--- src/rtl/pviu_consts.svh ---
// constants of the prioritised vectored interrupt unit
`ifndef PVIU_CONSTS_SVH
`define PVIU_CONSTS_SVH
// register byte offsets
`define PVIU_OFS_CTL0 8'h00
`define PVIU_OFS_CTL1 8'h04
`define PVIU_OFS_MISC 8'h08
`define PVIU_OFS_PIN 8'h0c
`define PVIU_OFS_STAT 8'h10
// irq_control_first fields
`define PVIU_B_GIE 0
`define PVIU_B_PIE 1
`define PVIU_B_T0E 2
`define PVIU_B_T1E 3
`define PVIU_B_PIF 4
`define PVIU_B_T0F 5
`define PVIU_B_T1F 6
`define PVIU_CTL0_MASK 8'h7f
// irq_control_second fields
`define PVIU_B_CVE 0
`define PVIU_B_TKE 1
`define PVIU_B_CVF 4
`define PVIU_B_TKF 5
`define PVIU_CTL1_MASK 8'h33
// misc_control_reg edge select field
`define PVIU_B_EDGE_LO 6
`define PVIU_B_EDGE_HI 7
`define PVIU_MISC_MASK 8'hc0
// pin configuration fields
`define PVIU_B_DIR 0
`define PVIU_B_PULL 1
`define PVIU_PIN_MASK 8'h03
// reset value of every register
`define PVIU_REG_RST 8'h00
// conversion source fitted
`define PVIU_HAS_CONV 1'b1
// vectors
`define PVIU_PC_W 10
`define PVIU_VEC_PIN 10'h004
`define PVIU_VEC_T0 10'h008
`define PVIU_VEC_T1 10'h00c
`define PVIU_VEC_CONV 10'h010
`define PVIU_VEC_TICK 10'h014
// return stack
`define PVIU_STK_DEPTH 8
`define PVIU_SP_W 4
// timing: last divider count of the four-clock instruction cycle, last wake count before the jump
`define PVIU_DIV_LAST 2'd3
`define PVIU_WAKE_LAST 2'd2
`endif

--- src/rtl/pviu_pkg.sv ---
// types of the prioritised vectored interrupt unit
`include "pviu_consts.svh"
package pviu_pkg;
   typedef enum logic [1:0] {ST_IDLE, ST_WAIT, ST_WAKE} pviu_fsm_t;
   typedef struct packed {
      logic read;
      logic write;
      logic [7:0] address;
      logic [31:0] writedata;
   } pviu_avs_req_t;
   typedef struct packed {
      logic t0_ovf;
      logic t1_ovf;
      logic conv_done;
      logic tick;
   } pviu_evt_t;
   typedef struct packed {
      logic push;
      logic pop;
      logic [`PVIU_PC_W-1:0] pc;
   } pviu_core_req_t;
   typedef struct packed {
      logic jump;
      logic [`PVIU_PC_W-1:0] vec;
      logic ret_valid;
      logic [`PVIU_PC_W-1:0] ret_pc;
      logic full;
   } pviu_core_rsp_t;
   typedef struct packed {
      logic [7:0] ctl0;
      logic [7:0] ctl1;
      logic [7:0] misc;
      logic [7:0] pincfg;
      logic pin_prev;
      logic [1:0] div;
      logic t2;
      pviu_fsm_t st;
      logic [1:0] wcnt;
      logic [`PVIU_SP_W-1:0] sp;
      logic [`PVIU_STK_DEPTH-1:0][`PVIU_PC_W-1:0] stk;
      logic ack;
      logic [31:0] rdata;
      logic jump;
      logic [`PVIU_PC_W-1:0] vec;
      logic ret_valid;
      logic [`PVIU_PC_W-1:0] ret_pc;
   } pviu_state_t;
endpackage

--- src/rtl/pviu_top.sv ---
// prioritised vectored interrupt unit with return stack
`timescale 1ns/1ps
`default_nettype none
`include "pviu_consts.svh"

module pviu_top (
   // clock and reset
   input wire logic clk_sys,
   input wire logic rst,
   // register bus
   input wire pviu_pkg::pviu_avs_req_t avs_req,
   output logic [31:0] avs_readdata,
   output logic avs_waitrequest,
   // peripheral events, one-cycle pulses
   input wire pviu_pkg::pviu_evt_t evt,
   // shared port pin
   input wire logic pin_in,
   output logic pin_pull_en,
   output logic pin_is_irq,
   // core sequencer
   input wire pviu_pkg::pviu_core_req_t core_req,
   input wire logic core_sleep,
   output var pviu_pkg::pviu_core_rsp_t core_rsp,
   output logic core_wake,
   output logic phase_two_pulse
);
   import pviu_pkg::*;

   pviu_state_t q;
   pviu_state_t d;

   logic [4:0] pend;
   logic [4:0] en_pend;
   logic full;
   logic pin_sel;
   logic rise;
   logic fall;
   logic pin_edge;
   logic wr;
   logic jmp;
   logic [2:0] src;
   logic [31:0] rd_mux;

   // ----------------------------------------------------------
   // helpers
   // ----------------------------------------------------------

   // lowest index wins
   function automatic logic [2:0] prio(input logic [4:0] p);
      logic [2:0] r;
      r = 3'd0;
      for (int i = 4; i >= 0; i--) begin
         if (p[i]) begin
            r = 3'(i);
         end
      end
      return r;
   endfunction

   function automatic logic [`PVIU_PC_W-1:0] vec_of(input logic [2:0] s);
      logic [`PVIU_PC_W-1:0] v;
      case (s)
         3'd0: v = `PVIU_VEC_PIN;
         3'd1: v = `PVIU_VEC_T0;
         3'd2: v = `PVIU_VEC_T1;
         3'd3: v = `PVIU_VEC_CONV;
         default: v = `PVIU_VEC_TICK;
      endcase
      return v;
   endfunction

   // ----------------------------------------------------------
   // decode of the current state
   // ----------------------------------------------------------

   // pin mode: enable, edge chosen, direction input
   assign pin_sel = q.ctl0[`PVIU_B_PIE] & (q.misc[`PVIU_B_EDGE_HI] | q.misc[`PVIU_B_EDGE_LO])
      & q.pincfg[`PVIU_B_DIR];
   assign rise = pin_in & ~q.pin_prev;
   assign fall = ~pin_in & q.pin_prev;
   // edge select decode
   assign pin_edge = pin_sel & ((q.misc[`PVIU_B_EDGE_LO] & rise)
      | (q.misc[`PVIU_B_EDGE_HI] & fall));

   // pending sources in priority order, each with its own enable
   assign pend[0] = q.ctl0[`PVIU_B_PIF] & q.ctl0[`PVIU_B_PIE];
   assign pend[1] = q.ctl0[`PVIU_B_T0F] & q.ctl0[`PVIU_B_T0E];
   assign pend[2] = q.ctl0[`PVIU_B_T1F] & q.ctl0[`PVIU_B_T1E];
   assign pend[3] = q.ctl1[`PVIU_B_CVF] & q.ctl1[`PVIU_B_CVE] & `PVIU_HAS_CONV;
   assign pend[4] = q.ctl1[`PVIU_B_TKF] & q.ctl1[`PVIU_B_TKE];
   // global enable masks all jumps; core_wake and the sleep wake ignore it
   assign en_pend = pend & {5{q.ctl0[`PVIU_B_GIE]}};
   assign full = (q.sp == `PVIU_SP_W'(`PVIU_STK_DEPTH));
   assign src = prio(en_pend);

   // jump at a phase-two pulse, never into a full stack
   always_comb begin
      jmp = 1'b0;
      if (q.t2 & (|en_pend) & ~full) begin
         if (q.st == ST_WAIT) begin
            jmp = 1'b1;
         end else if (q.st == ST_WAKE && q.wcnt == `PVIU_WAKE_LAST) begin
            jmp = 1'b1;
         end
      end
   end

   // ----------------------------------------------------------
   // register bus
   // ----------------------------------------------------------

   // first cycle stalls, second answers
   assign avs_waitrequest = (avs_req.read | avs_req.write) & ~q.ack;
   assign wr = avs_req.write & q.ack;
   assign avs_readdata = q.rdata;

   // read data select
   always_comb begin
      rd_mux = 32'h0000_0000;
      if (avs_req.address == `PVIU_OFS_CTL0) begin
         rd_mux[7:0] = q.ctl0 & `PVIU_CTL0_MASK;
      end else if (avs_req.address == `PVIU_OFS_CTL1) begin
         rd_mux[7:0] = q.ctl1 & `PVIU_CTL1_MASK;
      end else if (avs_req.address == `PVIU_OFS_MISC) begin
         rd_mux[7:0] = q.misc & `PVIU_MISC_MASK;
      end else if (avs_req.address == `PVIU_OFS_PIN) begin
         rd_mux[7:0] = q.pincfg & `PVIU_PIN_MASK;
      end else if (avs_req.address == `PVIU_OFS_STAT) begin
         rd_mux[7:0] = {2'b00, full, pin_sel, q.sp};
      end
   end

   // ----------------------------------------------------------
   // next state
   // ----------------------------------------------------------

   always_comb begin
      d = q;
      d.jump = 1'b0;
      d.ret_valid = 1'b0;
      d.t2 = 1'b0;
      d.pin_prev = pin_in;
      // instruction cycle divider
      if (q.div == `PVIU_DIV_LAST) begin
         d.div = 2'd0;
         d.t2 = 1'b1;
      end else begin
         d.div = q.div + 2'd1;
      end
      // bus handshake and read capture
      d.ack = (avs_req.read | avs_req.write) & ~q.ack;
      if (avs_req.read & ~q.ack) begin
         d.rdata = rd_mux;
      end
      // software writes
      if (wr) begin
         if (avs_req.address == `PVIU_OFS_CTL0) begin
            d.ctl0 = avs_req.writedata[7:0] & `PVIU_CTL0_MASK;
         end else if (avs_req.address == `PVIU_OFS_CTL1) begin
            d.ctl1 = avs_req.writedata[7:0] & `PVIU_CTL1_MASK;
         end else if (avs_req.address == `PVIU_OFS_MISC) begin
            d.misc = avs_req.writedata[7:0] & `PVIU_MISC_MASK;
         end else if (avs_req.address == `PVIU_OFS_PIN) begin
            d.pincfg = avs_req.writedata[7:0] & `PVIU_PIN_MASK;
         end
      end
      // sequencer
      case (q.st)
         ST_IDLE: begin
            d.wcnt = 2'd0;
            if (core_sleep & (|pend)) begin
               d.st = ST_WAKE;
            end else if (q.t2 & (|en_pend) & ~full) begin
               d.st = ST_WAIT;
            end
         end
         ST_WAIT: begin
            if (q.t2) begin
               d.st = ST_IDLE;
            end
         end
         default: begin
            if (q.t2) begin
               d.wcnt = q.wcnt + 2'd1;
               if (q.wcnt == `PVIU_WAKE_LAST) begin
                  d.st = ST_IDLE;
               end
            end
         end
      endcase
      // core stack traffic, held off while a jump pushes
      if (jmp) begin
         d.stk[q.sp[`PVIU_SP_W-2:0]] = core_req.pc;
         d.sp = q.sp + `PVIU_SP_W'(1);
         d.jump = 1'b1;
         d.vec = vec_of(src);
         d.ctl0[`PVIU_B_GIE] = 1'b0;
         // only the winner is cleared
         case (src)
            3'd0: d.ctl0[`PVIU_B_PIF] = 1'b0;
            3'd1: d.ctl0[`PVIU_B_T0F] = 1'b0;
            3'd2: d.ctl0[`PVIU_B_T1F] = 1'b0;
            3'd3: d.ctl1[`PVIU_B_CVF] = 1'b0;
            default: d.ctl1[`PVIU_B_TKF] = 1'b0;
         endcase
      end else if (core_req.push & ~full) begin
         d.stk[q.sp[`PVIU_SP_W-2:0]] = core_req.pc;
         d.sp = q.sp + `PVIU_SP_W'(1);
      end else if (core_req.pop & (q.sp != `PVIU_SP_W'(0))) begin
         d.ret_pc = q.stk[3'(q.sp - `PVIU_SP_W'(1))];
         d.sp = q.sp - `PVIU_SP_W'(1);
         d.ret_valid = 1'b1;
      end
      // hardware sets win over any clear, blocked or not
      if (pin_edge) begin
         d.ctl0[`PVIU_B_PIF] = 1'b1;
      end
      if (evt.t0_ovf) begin
         d.ctl0[`PVIU_B_T0F] = 1'b1;
      end
      if (evt.t1_ovf) begin
         d.ctl0[`PVIU_B_T1F] = 1'b1;
      end
      if (evt.conv_done & `PVIU_HAS_CONV) begin
         d.ctl1[`PVIU_B_CVF] = 1'b1;
      end
      if (evt.tick) begin
         d.ctl1[`PVIU_B_TKF] = 1'b1;
      end
   end

   // ----------------------------------------------------------
   // state register
   // ----------------------------------------------------------

   always_ff @(posedge clk_sys or posedge rst) begin
      if (rst) begin
         q <= '0;
         q.st <= ST_IDLE;
         q.ctl0 <= `PVIU_REG_RST;
         q.ctl1 <= `PVIU_REG_RST;
      end else begin
         q <= d;
      end
   end

   // ----------------------------------------------------------
   // outputs
   // ----------------------------------------------------------

   // core answer
   always_comb begin
      core_rsp.jump = q.jump;
      core_rsp.vec = q.vec;
      core_rsp.ret_valid = q.ret_valid;
      core_rsp.ret_pc = q.ret_pc;
      core_rsp.full = full;
   end

   // pull-high kept whatever the pin mode
   assign pin_pull_en = q.pincfg[`PVIU_B_PULL];
   assign pin_is_irq = pin_sel;
   assign core_wake = |pend;
   assign phase_two_pulse = q.t2;

endmodule // pviu_top
`default_nettype wire

--- config.mk ---
export PLATFORM = sky130hd
export DESIGN_NAME = pviu_top
export DESIGN_NICKNAME = d
export VERILOG_FILES = /design/src/rtl/pviu_pkg.sv /design/src/rtl/pviu_top.sv
export VERILOG_INCLUDE_DIRS = /design/src /design/src/rtl
export SDC_FILE = /design/constraint.sdc
export NUM_CORES = 1
export LEC_CHECK = 0
export CAP_MARGIN = 5
export CORE_ASPECT_RATIO = 0.9
export CORE_MARGIN = 5
export CORE_UTILIZATION = 64
export CTS_CLUSTER_DIAMETER = 30
export DETAILED_ROUTE_END_ITERATION = 8
export DONT_BUFFER_PORTS = 1
export PLACE_DENSITY = 0.8
export SYNTH_ARGS = -nofsm -noshare
export SYNTH_HDL_FRONTEND = slang
export SYNTH_SLANG_ARGS = --single-unit
--- constraint.sdc ---
create_clock -name clk_sys -period 5.5 [get_ports clk_sys]
set_input_delay 0.825 -clock clk_sys [delete_from_list [all_inputs] [get_ports clk_sys]]
set_output_delay 0.825 -clock clk_sys [all_outputs]
set_load 0.02 [all_outputs]
==> out/metrics.cfg <==
[status]
status=finished, final reports clean

[floorplan]
rows=35
dieWidth_um=117
core_region_area_um2=10100
die_h_um=106
die_area_um2=12400
initial_utilization=0.648
num_io_pins=122

[global_routing]
grt_overflow=0
antenna_found_initial=0
grt_pass1_vias=3946
grtUsageTotal=0.229
grt_pass1_wl_um=21300
grt_max_degree=53

[min_path]
hp-class=input pin to asynchronous set/reset pin

[clocking]
cts_hold_buf=0
clk_latency_ps=420
cts_buffers=17
post_cts_buffers=0
tritoncts=done
clkTransAtPathRegs_ps=60
cts-root-buf=clkbuf_16
htreeDepth=4
post_cts_resized=0
clock_path_buffers=2
cts_sinks=131

[routing]
dr.pass1.iters=4
wl_per_cell_um=20.7
antenna_left=0
finalWirelength_um=13000
vias_per_cell=6.03
drc=0
vias=3788
drtIter0Drc=269

[worst_setup_path]
reg2reg_from=q[136]
cpPeakStageDelay_ps=660
worst_path_dominant_cell_family=simple AND/OR/NAND/NOR gates
crit_buf_inv=1
worst_ep_arrival_time_ps=3410
r2r_end=q[106]
end_kind=flop
critical_path_required_ps=5790
critPathLaunchType=flop
worstSetupPathType=flop to flop
rrSetupSlack_ps=2380
crit_fanout=10
crit_chain=inv_1 -> ha_1 -> nand3b_1 -> o2111ai_1 -> o21ai_2 -> and4_1 -> mux2_2
reg2regPathDepth=7
slowest_stage=and4_1

[timing]
fmax_mhz=321
finalHoldViolations=0
rsz0062_at_grt=false
fin_tns_setup_ps=0
slew_headroom=0.317
worst_pin_slew_ps=1020
min_period_ps=3120
setup_ws_ps=2380
period_share=0.567
maxSlewViolCount=0
whs_ps=356
finalSetupViolCount=0
finClkSkew_ps=10.5

[place]
io_buffers=0
place_ws_ps=2420
place.gp.congestion=0.790
hpwl_um=8450

[power]
clockPowerShare=0.291
intPower_mw=2.90
seq_power_share=0.385
comb_power_share=0.324
power_mw=4.16
p_switching_mw=1.26
peakVddDrop_mv=0.339
swShare=0.303
cellLeakagePower_nw=3.19
power_density_nw_per_um2=595

[layout]
diodes=0
synthToLayoutAreaGrowth_pct=6.73
nFillCells=679
drive_above_1_share=0.317
multiInputGateArea_um2=2850
seqCellArea_um2=3280
finalNetCount=552

[logic_synthesis]
synth_seq_cells=131
ys_types=59
ys_seq_area_frac=0.500
synth_ff_type=dfrtp_1
synth_edf_count=0
synthesis.area_per_instance_um2=13.0
synth_async_sr_flop_share=1.00
synthCells=506
syn-cell-area_um2=6560
yosysWarnings=0

[job]
maxCapViolCount=0

## power by group through the flow
stage,Clock [mW],Combinational (mW),Sequential [mW]
finish,1.21,1.35,1.60
global route,1.27,1.48,1.65
CTS,1.23,1.37,1.60
detailed placement,0,1.36,1.60
global placement,0,1.31,1.57
floorplan,0,1.27,1.47
## metrics by stage
step | cell area (um^2) | cells | util
final | 7000 | 628 | 0.692
after global routing | 7000 | 628 | 0.692
after CTS | 7000 | 628 | 0.692
after detailed placement | 6360 | 596 | 0.629
after global placement | 6360 | 596 | 0.629
after floorplan | 6670 | 536 | -
## how the worst max path moves through the flow
| stage | start | to | depth (start not counted) |
|---|---|---|---|
| detailed placement | q[136] | q[112] | 7 |
| finish | q[136] | q[106] | 7 |
| global route | q[136] | q[106] | 7 |
| floorplan | rst | avs_readdata[0] | 1 |
| CTS | q[136] | q[112] | 7 |
| global placement | q[136] | q[111] | 7 |
## cells by family (layout without fill, tap and decap cells)
logic type / count (synthesis) / count (layout) / share of synthesized area
simple gates: 95 / 95 / 0.0775
xor+xnor: 5 / 5 / 0.00782
buf+inv: 85 / 48 / 0.0834
flops: 131 / 131 / 0.500
mux: 129 / 129 / 0.264
compound gates: 56 / 56 / 0.0589
fa+ha+maj: 4 / 4 / 0.00763
other cells: 1 / 31 / 0.000572
## cell type report
class / count / area share
Timing Repair Buffer: 4 / 0.00429
Tap cell: 129 / 0.0231
Multi-Input combinational cell: 320 / 0.407
Sequential cell: 131 / 0.468
Inverter: 12 / 0.00679
Clock inverter: 10 / 0.0218
Clock buffer: 22 / 0.0692
## placed cells by master (no fill, tap or decap), types with 10 or more instances in the layout
cell type | Yosys | layout
mux2_4 | 22 | 22
conb_1 | 1 | 31
nor2_1 | 15 | 15
dfrtp_1 | 131 | 131
mux4_2 | 20 | 20
o21ai_0 | 22 | 22
mux2i_1 | 21 | 21
inv_1 | 11 | 10
clkbuf_16 | 0 | 17
nand2_1 | 38 | 38
mux2_2 | 66 | 66
## Yosys cell counts (2+ instances only)
cell type / instances / share of area
dfrtp_1: 131 / 0.50
mux2_2: 66 / 0.11
buf_4: 55 / 0.063
nand2_1: 38 / 0.022
mux2_4: 22 / 0.050
o21ai_0: 22 / 0.017
mux2i_1: 21 / 0.032
mux4_2: 20 / 0.069
nor2_1: 15 / 0.0086
clkbuf_1: 11 / 0.0063
inv_1: 11 / 0.0063
nor3_1: 7 / 0.0053
buf_2: 5 / 0.0038
nand2b_1: 5 / 0.0048
nand3_1: 5 / 0.0038
a31oi_1: 4 / 0.0038
ha_1: 4 / 0.0076
a21oi_1: 3 / 0.0023
nand3b_1: 3 / 0.0034
o21bai_1: 3 / 0.0034
o31ai_1: 3 / 0.0034
o41ai_1: 3 / 0.0040
xnor2_1: 3 / 0.0040
a211oi_1: 2 / 0.0023
a22oi_1: 2 / 0.0023
a32o_1: 2 / 0.0031
and3_1: 2 / 0.0019
and4_1: 2 / 0.0027
buf_6: 2 / 0.0034
nand4_1: 2 / 0.0019
or3_1: 2 / 0.0019
or4_1: 2 / 0.0023
or4_4: 2 / 0.0034
## metal layers
metal	track usage	vias up	routed length (um)
met3	0.0677	12	1020
li1	-	1704	-
met1	0.321	1945	5590
met5	0	-	0
met2	0.345	127	6250
met4	0.0762	0	131
## sequential cells by signal, indices dropped and copies added, names as in the netlist
register / flops
core_rsp: 15
pin_pull_en: 1
q: 106
avs_readdata: 8
phase_two_pulse: 1
(Power assumes the default switching activity.)
